$ cat src/mdio_pkg.sv
// constants shared by the motor driver i/o command logic
// assumes a single 100 MHz core clock and active-low async reset
package mdio_pkg;
  // core clock
  localparam int unsigned CLK_HZ = 100_000_000;
  localparam int unsigned CLK_NS = 10;
  localparam int unsigned CLK_KHZ = CLK_HZ / 1000;
  // time units of the settings, in their own unit
  localparam int unsigned OVL_UNIT_MS = 100; // overload threshold lsb, 0.1 s
  localparam int unsigned COMM_UNIT_MS = 1; // link timeout lsb
  localparam int unsigned BLINK_HALF_MS = 250; // fault indicator half period
  // derived cycle counts, all above 4096 so the top exposes them
  localparam int unsigned OVL_TICK_CYC = OVL_UNIT_MS * CLK_KHZ;
  localparam int unsigned COMM_TICK_CYC = COMM_UNIT_MS * CLK_KHZ;
  localparam int unsigned BLINK_CYC = BLINK_HALF_MS * CLK_KHZ;
  // synchronised host input positions
  localparam int NI = 11;
  localparam int I_JOGP = 0;
  localparam int I_JOGN = 1;
  localparam int I_STOP = 2;
  localparam int I_EXCD = 3;
  localparam int I_EXCN = 4;
  localparam int I_FREE = 5;
  localparam int I_PRST = 6;
  localparam int I_FCLR = 7;
  localparam int I_PCLR = 8;
  localparam int I_UNLD = 9;
  localparam int I_UNLN = 10;
  // fault bit positions
  localparam int NF = 6;
  localparam int F_OVL = 0;
  localparam int F_DEV = 1;
  localparam int F_HOME = 2;
  localparam int F_COMM = 3;
  localparam int F_ABS = 4;
  localparam int F_HARD = 5;
  // faults the fault-clear input may reset
  localparam logic [NF-1:0] FCLR_MASK = 6'h0F;
  // setting defaults
  localparam logic [22:0] JOG_TRAVEL_RST = 23'h000001;
  localparam logic [19:0] JOG_SPEED_RST = 20'h003E8;
  localparam logic [19:0] JOG_START_RST = 20'h001F4;
  localparam logic [19:0] JOG_ACCEL_RST = 20'h003E8;
  localparam logic [1:0] STOP_ACT_RST = 2'h1;
  localparam logic [23:0] PRESET_RST = 24'h000000;
  localparam logic [8:0] OVL_LIM_RST = 9'h032;
  localparam logic [14:0] DEV_ON_RST = 15'h012C;
  localparam logic [14:0] DEV_OFF_RST = 15'h2710;
  localparam logic [3:0] COMM_ERR_RST = 4'h3;
  // stop actions
  localparam logic [1:0] STOP_IMM = 2'h0;
  localparam logic [1:0] STOP_DEC = 2'h1;
  // jog sequencer states
  typedef enum logic [2:0] {
    JOG_IDLE = 3'b001,
    JOG_RUN = 3'b010,
    JOG_DECEL = 3'b100
  } mdio_jog_t;
endpackage

$ cat src/mdio_edge_if.sv
// carrier between the input conditioner and the command logic
// assumes raw side comes from device pins on another time base
`timescale 1ns/100ps
interface mdio_edge_if #(parameter int N = 1);
  logic [N-1:0] raw; // unsynchronised pins
  logic [N-1:0] lvl; // synchronised level
  logic [N-1:0] rise; // one-cycle off-to-on pulse
  logic [N-1:0] fall; // one-cycle on-to-off pulse
  modport cond (input raw, output lvl, output rise, output fall);
  modport user (output raw, input lvl, input rise, input fall);
endinterface

$ cat src/mdio_sync.sv
// two-flop synchroniser and edge detector for a vector of pins
// assumes raw pins are asynchronous to clock
`timescale 1ns/100ps
module mdio_sync #(parameter int N = 1) (
  input wire logic clock,
  input wire logic nrst,
  mdio_edge_if.cond e
);
  logic [N-1:0] s1_q, s1_d; // first stage, read only by s2
  logic [N-1:0] s2_q, s2_d; // settled level
  logic [N-1:0] pv_q, pv_d; // previous settled sample

  // next values; edges come from settled samples only
  always_comb begin
    s1_d = e.raw;
    s2_d = s1_q;
    pv_d = s2_q;
  end

  // registers
  always_ff @(posedge clock or negedge nrst) begin
    if (!nrst) begin
      s1_q <= '0;
      s2_q <= '0;
      pv_q <= '0;
    end else begin
      s1_q <= s1_d;
      s2_q <= s2_d;
      pv_q <= pv_d;
    end
  end

  assign e.lvl = s2_q;
  assign e.rise = s2_q & ~pv_q;
  assign e.fall = ~s2_q & pv_q;
endmodule

$ cat src/mdio_top.sv
// stepping motor driver i/o command logic: jog, stop, excitation, preset, faults
// assumes host pins are asynchronous; status inputs come from core-clock logic
`timescale 1ns/100ps
module mdio_top #(
  parameter int unsigned OVL_TICK = mdio_pkg::OVL_TICK_CYC,
  parameter int unsigned COMM_TICK = mdio_pkg::COMM_TICK_CYC,
  parameter int unsigned BLINK = mdio_pkg::BLINK_CYC
) (
  input wire logic clock,
  input wire logic nrst,
  input wire logic manual_step_pos_input,
  input wire logic manual_step_neg_input,
  input wire logic stop_input,
  input wire logic excite_dir_input,
  input wire logic excite_net_input,
  input wire logic excite_dir_mapped,
  input wire logic excite_net_mapped,
  input wire logic free_run_input,
  input wire logic pos_load_input,
  input wire logic fault_clear_input,
  input wire logic abs_pos_fault_clear_input,
  input wire logic operator_unlock_dir_input,
  input wire logic operator_unlock_net_input,
  input wire logic unlock_dir_mapped,
  input wire logic unlock_net_mapped,
  input wire logic [22:0] jog_travel,
  input wire logic [19:0] jog_speed,
  input wire logic [19:0] jog_start_speed,
  input wire logic [19:0] jog_accel,
  input wire logic [1:0] stop_action,
  input wire logic [23:0] preset_value,
  input wire logic [8:0] overload_limit,
  input wire logic [14:0] dev_limit_on,
  input wire logic [14:0] dev_limit_off,
  input wire logic home_check_en,
  input wire logic [13:0] link_timeout_ms,
  input wire logic [3:0] link_err_limit,
  input wire logic caution_nc,
  input wire logic overload_flag,
  input wire logic [14:0] deviation,
  input wire logic position_start,
  input wire logic origin_set,
  input wire logic position_busy,
  input wire logic link_error,
  input wire logic link_frame,
  input wire logic abs_pos_error,
  input wire logic hard_fault,
  input wire logic [7:0] warning_flags,
  output logic step_pulse,
  output logic step_dir,
  output logic [23:0] command_position,
  output logic position_abort,
  output logic motor_current_en,
  output logic brake_release,
  output logic [5:0] fault_bits,
  output logic fault_output_dir,
  output logic fault_output_net,
  output logic fault_indicator,
  output logic caution_output_dir,
  output logic caution_output_net,
  output logic tools_permit,
  output logic moving
);
  mdio_edge_if #(.N(mdio_pkg::NI)) e (); // conditioned host inputs

  assign e.raw = {operator_unlock_net_input, operator_unlock_dir_input, abs_pos_fault_clear_input,
                  fault_clear_input, pos_load_input, free_run_input, excite_net_input,
                  excite_dir_input, stop_input, manual_step_neg_input, manual_step_pos_input};

  mdio_sync #(.N(mdio_pkg::NI)) u_sync (.clock(clock), .nrst(nrst), .e(e));

  // effective excitation and unlock: unmapped means on, both mapped means and
  logic exc_eff, unl_eff;
  assign exc_eff = (excite_dir_mapped ? e.lvl[mdio_pkg::I_EXCD] : 1'b1)
                 & (excite_net_mapped ? e.lvl[mdio_pkg::I_EXCN] : 1'b1);
  assign unl_eff = (unlock_dir_mapped ? e.lvl[mdio_pkg::I_UNLD] : 1'b1)
                 & (unlock_net_mapped ? e.lvl[mdio_pkg::I_UNLN] : 1'b1);

  logic [mdio_pkg::NF-1:0] fault_q, fault_d; // sticky fault flags
  logic fault_any;
  assign fault_any = |fault_q;

  // jog sequencer state
  mdio_pkg::mdio_jog_t st_q, st_d;
  logic [22:0] rem_q, rem_d; // steps left in this jog
  logic [19:0] spd_q, spd_d; // present step rate in Hz
  logic [27:0] acc_q, acc_d; // rate accumulator for step timing
  logic [19:0] ramp_q, ramp_d; // ns accumulated toward one Hz of ramp
  logic dir_q, dir_d; // 1 = positive
  logic fire; // a step is issued this cycle
  logic jog_ok;
  logic [27:0] acc_sum;
  logic ramp_hit;

  assign jog_ok = !fault_any && exc_eff && !e.lvl[mdio_pkg::I_FREE] && !e.lvl[mdio_pkg::I_STOP]
                && !position_busy;

  // jog next state: start, run at ramped rate, stop or decelerate
  always_comb begin
    st_d = st_q;
    rem_d = rem_q;
    spd_d = spd_q;
    acc_d = acc_q;
    ramp_d = ramp_q;
    dir_d = dir_q;
    fire = 1'b0;
    acc_sum = acc_q + 28'(spd_q);
    ramp_hit = (ramp_q + 20'(mdio_pkg::CLK_NS)) >= jog_accel;
    case (st_q)
      mdio_pkg::JOG_IDLE: begin
        // both jog edges together is ambiguous, so neither starts
        if (jog_ok && (e.rise[mdio_pkg::I_JOGP] ^ e.rise[mdio_pkg::I_JOGN])) begin
          st_d = mdio_pkg::JOG_RUN;
          dir_d = e.rise[mdio_pkg::I_JOGP];
          rem_d = (jog_travel == 23'h000000) ? 23'h000001 : jog_travel;
          spd_d = (jog_start_speed == 20'h00000) ? 20'h00001 : jog_start_speed;
          acc_d = 28'h0000000;
          ramp_d = 20'h00000;
        end
      end
      mdio_pkg::JOG_RUN, mdio_pkg::JOG_DECEL: begin
        // step when the accumulator wraps one second of clock
        if (acc_sum >= 28'(mdio_pkg::CLK_HZ)) begin
          acc_d = acc_sum - 28'(mdio_pkg::CLK_HZ);
          fire = 1'b1;
          rem_d = rem_q - 23'h000001;
        end else begin
          acc_d = acc_sum;
        end
        // ramp: one Hz per accel ns, since 1 unit = 1 ns per Hz
        ramp_d = ramp_hit ? 20'h00000 : ramp_q + 20'(mdio_pkg::CLK_NS);
        if (ramp_hit && st_q == mdio_pkg::JOG_RUN && spd_q < jog_speed)
          spd_d = spd_q + 20'h00001;
        if (ramp_hit && st_q == mdio_pkg::JOG_DECEL)
          spd_d = spd_q - 20'h00001;
        if (fire && rem_q == 23'h000001)
          st_d = mdio_pkg::JOG_IDLE; // travel done
        else if (st_q == mdio_pkg::JOG_DECEL && spd_q <= jog_start_speed + 20'h00001)
          st_d = mdio_pkg::JOG_IDLE; // decel finished, remainder dropped
        else if (e.lvl[mdio_pkg::I_STOP] && st_q == mdio_pkg::JOG_RUN)
          st_d = stop_action[0] ? mdio_pkg::JOG_DECEL : mdio_pkg::JOG_IDLE;
        // fault or free stops at once, no step this cycle
        if (fault_any || e.lvl[mdio_pkg::I_FREE] || !exc_eff) begin
          st_d = mdio_pkg::JOG_IDLE;
          fire = 1'b0;
          rem_d = rem_q;
        end
      end
      default: st_d = mdio_pkg::JOG_IDLE;
    endcase
  end

  // jog registers
  always_ff @(posedge clock or negedge nrst) begin
    if (!nrst) begin
      st_q <= mdio_pkg::JOG_IDLE;
      rem_q <= 23'h000000;
      spd_q <= 20'h00000;
      acc_q <= 28'h0000000;
      ramp_q <= 20'h00000;
      dir_q <= 1'b1;
    end else begin
      st_q <= st_d;
      rem_q <= rem_d;
      spd_q <= spd_d;
      acc_q <= acc_d;
      ramp_q <= ramp_d;
      dir_q <= dir_d;
    end
  end

  // position and output drive state
  logic [23:0] pos_q, pos_d; // command position, signed
  logic step_q, step_d;
  logic abort_q, abort_d;
  logic cur_q, cur_d; // winding current on
  logic brk_q, brk_d; // brake released
  logic moving_d, moving_q;
  logic stop_cut; // stop action with current removal, held while stop stays on

  assign stop_cut = e.lvl[mdio_pkg::I_STOP] && stop_action[1] && st_q == mdio_pkg::JOG_IDLE;

  // position, step, current and brake next values
  always_comb begin
    pos_d = pos_q;
    if (fire)
      pos_d = dir_q ? pos_q + 24'h000001 : pos_q - 24'h000001;
    // preset only when healthy and still
    if (e.rise[mdio_pkg::I_PRST] && !fault_any && !moving_q && st_q == mdio_pkg::JOG_IDLE)
      pos_d = preset_value;
    step_d = fire;
    // remainder of an external positioning move is discarded
    abort_d = e.rise[mdio_pkg::I_STOP] && position_busy;
    // windings follow excitation unless freed, faulted or stop-cut
    cur_d = exc_eff && !e.lvl[mdio_pkg::I_FREE] && !fault_any && !stop_cut;
    // brake opens on free, or only once current has been on a cycle
    brk_d = e.lvl[mdio_pkg::I_FREE] || (cur_q && cur_d);
    moving_d = (st_d != mdio_pkg::JOG_IDLE) || position_busy;
  end

  // position and drive registers
  always_ff @(posedge clock or negedge nrst) begin
    if (!nrst) begin
      pos_q <= mdio_pkg::PRESET_RST;
      step_q <= 1'b0;
      abort_q <= 1'b0;
      cur_q <= 1'b0;
      brk_q <= 1'b0;
      moving_q <= 1'b0;
    end else begin
      pos_q <= pos_d;
      step_q <= step_d;
      abort_q <= abort_d;
      cur_q <= cur_d;
      brk_q <= brk_d;
      moving_q <= moving_d;
    end
  end

  // fault monitoring state
  logic [31:0] ovl_pre_q, ovl_pre_d; // 0.1 s prescaler while overloaded
  logic [8:0] ovl_cnt_q, ovl_cnt_d; // elapsed 0.1 s units
  logic [31:0] ms_pre_q, ms_pre_d; // 1 ms prescaler since last frame
  logic [13:0] ms_cnt_q, ms_cnt_d; // silent link ms
  logic [3:0] err_cnt_q, err_cnt_d; // link errors seen
  logic [mdio_pkg::NF-1:0] set_v, clr_v;

  // fault detection, then set wins over clear
  always_comb begin
    set_v = '0;
    clr_v = '0;
    ovl_pre_d = ovl_pre_q;
    ovl_cnt_d = ovl_cnt_q;
    if (!overload_flag) begin
      ovl_pre_d = 32'h00000000;
      ovl_cnt_d = 9'h000;
    end else if (ovl_pre_q >= 32'(OVL_TICK - 1)) begin
      ovl_pre_d = 32'h00000000;
      if (ovl_cnt_q != 9'h1FF)
        ovl_cnt_d = ovl_cnt_q + 9'h001;
    end else begin
      ovl_pre_d = ovl_pre_q + 32'h00000001;
    end
    set_v[mdio_pkg::F_OVL] = overload_flag && ovl_cnt_q >= overload_limit;
    // threshold follows present excitation
    set_v[mdio_pkg::F_DEV] = deviation > (cur_q ? dev_limit_on : dev_limit_off);
    set_v[mdio_pkg::F_HOME] = home_check_en && position_start && !origin_set;
    // link timeout, zero setting disables
    ms_pre_d = ms_pre_q;
    ms_cnt_d = ms_cnt_q;
    if (link_frame || link_timeout_ms == 14'h0000) begin
      ms_pre_d = 32'h00000000;
      ms_cnt_d = 14'h0000;
    end else if (ms_pre_q >= 32'(COMM_TICK - 1)) begin
      ms_pre_d = 32'h00000000;
      if (ms_cnt_q != 14'h3FFF)
        ms_cnt_d = ms_cnt_q + 14'h0001;
    end else begin
      ms_pre_d = ms_pre_q + 32'h00000001;
    end
    err_cnt_d = err_cnt_q;
    if (link_error && err_cnt_q != 4'hF)
      err_cnt_d = err_cnt_q + 4'h1;
    set_v[mdio_pkg::F_ABS] = abs_pos_error;
    set_v[mdio_pkg::F_HARD] = hard_fault;
    if (e.fall[mdio_pkg::I_FCLR]) begin
      clr_v = mdio_pkg::FCLR_MASK;
      err_cnt_d = {3'h0, link_error}; // an error in the clear cycle still counts
      ms_cnt_d = 14'h0000;
    end
    // judged on the next counts, so a clear is not undone by the stale count
    set_v[mdio_pkg::F_COMM] = (link_timeout_ms != 14'h0000 && ms_cnt_d >= link_timeout_ms)
                            || (err_cnt_d >= link_err_limit && link_err_limit != 4'h0);
    if (e.fall[mdio_pkg::I_PCLR])
      clr_v[mdio_pkg::F_ABS] = 1'b1;
    fault_d = (fault_q & ~clr_v) | set_v;
  end

  // fault registers
  always_ff @(posedge clock or negedge nrst) begin
    if (!nrst) begin
      fault_q <= '0;
      ovl_pre_q <= 32'h00000000;
      ovl_cnt_q <= 9'h000;
      ms_pre_q <= 32'h00000000;
      ms_cnt_q <= 14'h0000;
      err_cnt_q <= 4'h0;
    end else begin
      fault_q <= fault_d;
      ovl_pre_q <= ovl_pre_d;
      ovl_cnt_q <= ovl_cnt_d;
      ms_pre_q <= ms_pre_d;
      ms_cnt_q <= ms_cnt_d;
      err_cnt_q <= err_cnt_d;
    end
  end

  // status outputs: blink timer and encoded fault, caution, unlock
  logic [31:0] blk_q, blk_d;
  logic led_q, led_d;
  logic fdir_q, fdir_d, fnet_q, fnet_d;
  logic cdir_q, cdir_d, cnet_q, cnet_d;
  logic perm_q, perm_d;

  always_comb begin
    blk_d = (!fault_any || blk_q >= 32'(BLINK - 1)) ? 32'h00000000 : blk_q + 32'h00000001;
    led_d = !fault_any ? 1'b0 : (blk_q >= 32'(BLINK - 1)) ? !led_q : led_q;
    fdir_d = !fault_any; // closed type: conducting while healthy
    fnet_d = fault_any;
    cnet_d = |warning_flags;
    cdir_d = caution_nc ? !(|warning_flags) : |warning_flags;
    perm_d = unl_eff;
  end

  always_ff @(posedge clock or negedge nrst) begin
    if (!nrst) begin
      blk_q <= 32'h00000000;
      led_q <= 1'b0;
      fdir_q <= 1'b0;
      fnet_q <= 1'b0;
      cdir_q <= 1'b0;
      cnet_q <= 1'b0;
      perm_q <= 1'b0;
    end else begin
      blk_q <= blk_d;
      led_q <= led_d;
      fdir_q <= fdir_d;
      fnet_q <= fnet_d;
      cdir_q <= cdir_d;
      cnet_q <= cnet_d;
      perm_q <= perm_d;
    end
  end

  assign step_pulse = step_q;
  assign step_dir = dir_q;
  assign command_position = pos_q;
  assign position_abort = abort_q;
  assign motor_current_en = cur_q;
  assign brake_release = brk_q;
  assign fault_bits = fault_q;
  assign fault_output_dir = fdir_q;
  assign fault_output_net = fnet_q;
  assign fault_indicator = led_q;
  assign caution_output_dir = cdir_q;
  assign caution_output_net = cnet_q;
  assign tools_permit = perm_q;
  assign moving = moving_q;
endmodule

$ cat config.mk
export PLATFORM = sky130hd
export DESIGN_NAME = mdio_top
export DESIGN_NICKNAME = d
export VERILOG_FILES = /design/src/mdio_pkg.sv /design/src/mdio_edge_if.sv /design/src/mdio_sync.sv /design/src/mdio_top.sv
export SDC_FILE = /design/constraint.sdc
export NUM_CORES = 1
export LEC_CHECK = 0
export BUFFER_PORTS_ARGS = -buffer_cell sky130_fd_sc_hd__buf_4
export CAP_MARGIN = 10
export CORE_MARGIN = 4
export CORE_UTILIZATION = 40
export DETAILED_ROUTE_END_ITERATION = 12
export HOLD_SLACK_MARGIN = 0.02
export PLACE_DENSITY = 0.63
export SLEW_MARGIN = 0
export SYNTH_ARGS = -nofsm -noshare
export SYNTH_HDL_FRONTEND = slang
export SYNTH_SLANG_ARGS = --single-unit
export TNS_END_PERCENT = 20
$ cat constraint.sdc
create_clock -name clock -period 11.8 [get_ports clock]
set_clock_uncertainty 0.15 [all_clocks]
set_input_delay 0.59 -clock clock [delete_from_list [all_inputs] [get_ports clock]]
set_output_delay 0.59 -clock clock [all_outputs]
set_load 0.02 [all_outputs]
==> impl_results.md <==
* I/O pins at 258
* Post-placement cell area at 21840 µm²
* Post_cts resized at 0
* Max FO, Critical Path at 18
* Overall routing resource usage at 19.94%
* Pwr/cell area at 101.7 nW/µm²
* GR Layer Usage met2 at 33.46%
* Clk slew on worst S/H paths at 0.07 ns
* Slew @ Worst Pin at 1.091 ns
* Number of synthesized flops with an enable pin at 0
* Setup bufs post-CTS at 0
* Post-synthesis register bit count at 286
* Status: finished, final reports clean
* Fin crit period at 7.131 ns
* WS Path Type: flop to flop
* Sequential Power Share at 43.4%
* Die width at 227.2 µm
* Yosys warning count at 0
* Port Buffers at 257
* Clk network pwr share at 46.5%
* Antenna violations before repair at 1
* Mapped cell area at 19220 µm²
* Worst-skew pair later-pin latency at 0.55 ns
* # DRC at 0
* Commonest non-fill, non-tap cells in the layout: 284 x dfrtp_1, 268 x buf_4, 234 x nor2_1, 174 x ha_1, 161 x nand2_1
* Row Count at 80
* Largest net degree at the start of global routing at 119
* Hold WS at 0.07470 ns
* CTS root buf: clkbuf_16
* Gr ovfl total at 0
* Peak VDD IR at 0.09375 mV
* DRT iter0 DRCs at 887
* Gate Count Post-Synth at 2149
* Nature of the critical path endpoint: flop
* Met3 Usage GRT at 4.358%
* DR vias at 16740
* Critical path data required time at 12.09 ns
* Area of the core at 47650 µm²
* Total Routed Length at 51540 µm
* Final Hold Fails at 0
* Share of layout cells above drive strength 1 at 15.09%
* Netlist cell types at 86
* Die area at 51620 µm²
* CTS Buffer Depth at 3
* Ys async rst share at 100.0%
* GRT busiest layer: met2
* Nets at 2819
* Max Slew Vio Count at 0
* Internal at 1.772 mW
* Avg Inst Size Synth at 8.943 µm²
* Hold crit path type: primary input to flop
* Reg2reg path depth at 27
* GP Congestion at 0.8894
* CTS Sinks at 286
* Unrepaired setup endpoints after global routing: false
* Met1 Use GR at 26.00%
* DIE HEIGHT at 227.2 µm
* Critical Path AT at 7.42 ns
* CP peak stage delay at 0.63 ns
* Crit share post-route at 60.43%
* Fmax at 140.2 MHz
* Final instance area at 23120 µm²
* Static Leak at 11.08 nW
* First-pass GRT wire length at 85110 µm
* Synth-to-Final Area Change at 20.33%
* FF-to-FF Start: ramp_q[1]$_DFFE_PN0P_
* # hold bufs at CTS at 12
* Critical Path Start: ramp_q[1]$_DFFE_PN0P_
* Sequential share of the synthesized area at 37.25%
* Synth Flop Type: dfrtp_1
* Switching power at 0.5802 mW
* Detailed-router iteration count before antenna repair at 5
* H-tree depth at 2
* Crit start category: flop
* Maxcap violations at 0
* Final Setup Violations at 0
* Slew HR at 27.03%
* Combinational share of power at 10.1%
* Post-route ant nets at 0
* CTS tree: yes
* Most common cell after layout, fill and taps aside: dfrtp_1
* Fin Setup TNS at 0 ns
* Initial core utilization at 40.34%
* Routed len/inst at 16.80 µm
* Clock buffer count from CTS at 34
* Slowest cell on the critical path: o31ai_1
* Reg2Reg Setup Slack at 4.67 ns
* Critical path endpoint: spd_q[19]$_DFFE_PN0P_
* DPL Wire Length at 38650 µm
* Sw frac at 24.66%
* Vias per cell at 5.455
* R2r endpoint: spd_q[19]$_DFFE_PN0P_
* Vias in the first global route at 16970
worst max-delay path, delay by kind of cell (launching register included):
family	cells	cell delay (ns)
AOI/OAI and AO/OA	13	3.14
and+or+nand+nor	7	1.36
adders and majority gates	3	0.91
buffers and inverters	2	0.64
DFF	1	0.40
xor gates and xnor gates	2	0.41
synthesized netlist by cell type (all sizes together) (20+ instances only):
| library cell | count | area (µm²) |
|---|---|---|
| a21o | 58 | 435.4 |
| a21oi | 136 | 721.9 |
| a31oi | 29 | 196.4 |
| and2 | 22 | 140.1 |
| and3 | 39 | 244.0 |
| buf | 20 | 123.9 |
| clkbuf | 49 | 183.9 |
| dfrtp | 284 | 7107 |
| ha | 174 | 2177 |
| inv | 129 | 484.2 |
| mux2i | 26 | 260.3 |
| nand2 | 161 | 604.3 |
| nand2b | 23 | 143.9 |
| nand3 | 98 | 490.5 |
| nand4 | 47 | 294.0 |
| nor2 | 235 | 882.1 |
| nor3 | 47 | 246.5 |
| nor4 | 33 | 206.5 |
| o211ai | 25 | 197.7 |
| o21a | 20 | 150.1 |
| o21ai | 104 | 531.8 |
| xnor2 | 84 | 735.7 |
| xor2 | 96 | 855.8 |
logic make-up after synthesis:
kind of cell | count (synthesis) | synth area share, %
and+or+nand+nor | 773 | 19.43
muxes | 30 | 1.589
xor gates and xnor gates | 180 | 8.281
adders and majority gates | 177 | 11.64
buffers and inverters | 198 | 4.121
other | 1 | 0.01951
AOI/OAI and AO/OA | 504 | 17.66
DFF | 286 | 37.25
layout make-up:
cell class | count | area [µm²]
flip-flops and latches | 286 | 7159
fillers | 4529 | 24520
repair buffers | 281 | 2147
multi-input cells | 1694 | 11400
inverters | 129 | 484.2
well taps | 615 | 769.5
clock buffers | 39 | 879.6
diodes | 1 | 2.502
clock inverters | 23 | 277.8
worst min-delay path by stage:
| stage | start | depth (start not counted) | endpoint | slack (ns) |
|---|---|---|---|---|
| CTS | abs_pos_error | 2 | fault_bits[4]$_DFF_PN0_ | 0.04 |
| detailed placement | u_sync.s1_q[2]$_DFF_PN0_ | 0 | u_sync.e.lvl[2]$_DFF_PN0_ | 0.18 |
| global route | abs_pos_error | 2 | fault_bits[4]$_DFF_PN0_ | 0.04 |
| global placement | u_sync.s1_q[9]$_DFF_PN0_ | 0 | u_sync.e.lvl[9]$_DFF_PN0_ | 0.18 |
| finish | abs_pos_error | 2 | fault_bits[4]$_DFF_PN0_ | 0.07 |
| floorplan | nrst | 0 | acc_q[0]$_DFFE_PN0P_ | 0.14 |
metrics by stage:
step	cells	util (%)	setup WS [ns]	power [mW]
global placement	2993	45.85	5.160	1.268
global route	3067	48.53	4.236	2.462
detailed placement	2993	45.85	4.798	1.275
CTS	3067	48.53	4.803	2.390
floorplan	2178	-	6.133	1.141
finish	3068	48.53	4.669	2.352
power by group through the flow:
stage,Clock [mW],Sequential [mW],Combinational [mW]
4_1_cts,1.13,1.02,0.241
3_3_place_gp,0,1.04,0.230
3_5_place_dp,0,1.04,0.237
2_1_floorplan,0,1.04,0.0980
6_report,1.09,1.02,0.238
5_1_grt,1.17,1.02,0.268
metal layers:
layer	share of wire [%]	vias to the layer above
met1	44	7971
met3	5.6	101
met5	0	-
li1	-	8250
met2	48	413
met4	2.8	0
state kept, by name, indices dropped and copies added, names as in the netlist, 3 cells and up:
name,count
spd_q,20
err_cnt_q,4
ms_cnt_q,14
command_position,24
fault_bits,6
ovl_cnt_q,9
ramp_q,19
acc_q,28
ovl_pre_q,32
ms_pre_q,32
u_sync.s1_q,11
st_q,3
rem_q,23
u_sync.e.lvl,11
blk_q,32
u_sync.pv_q,6
Power figures use the tool's default switching activity.
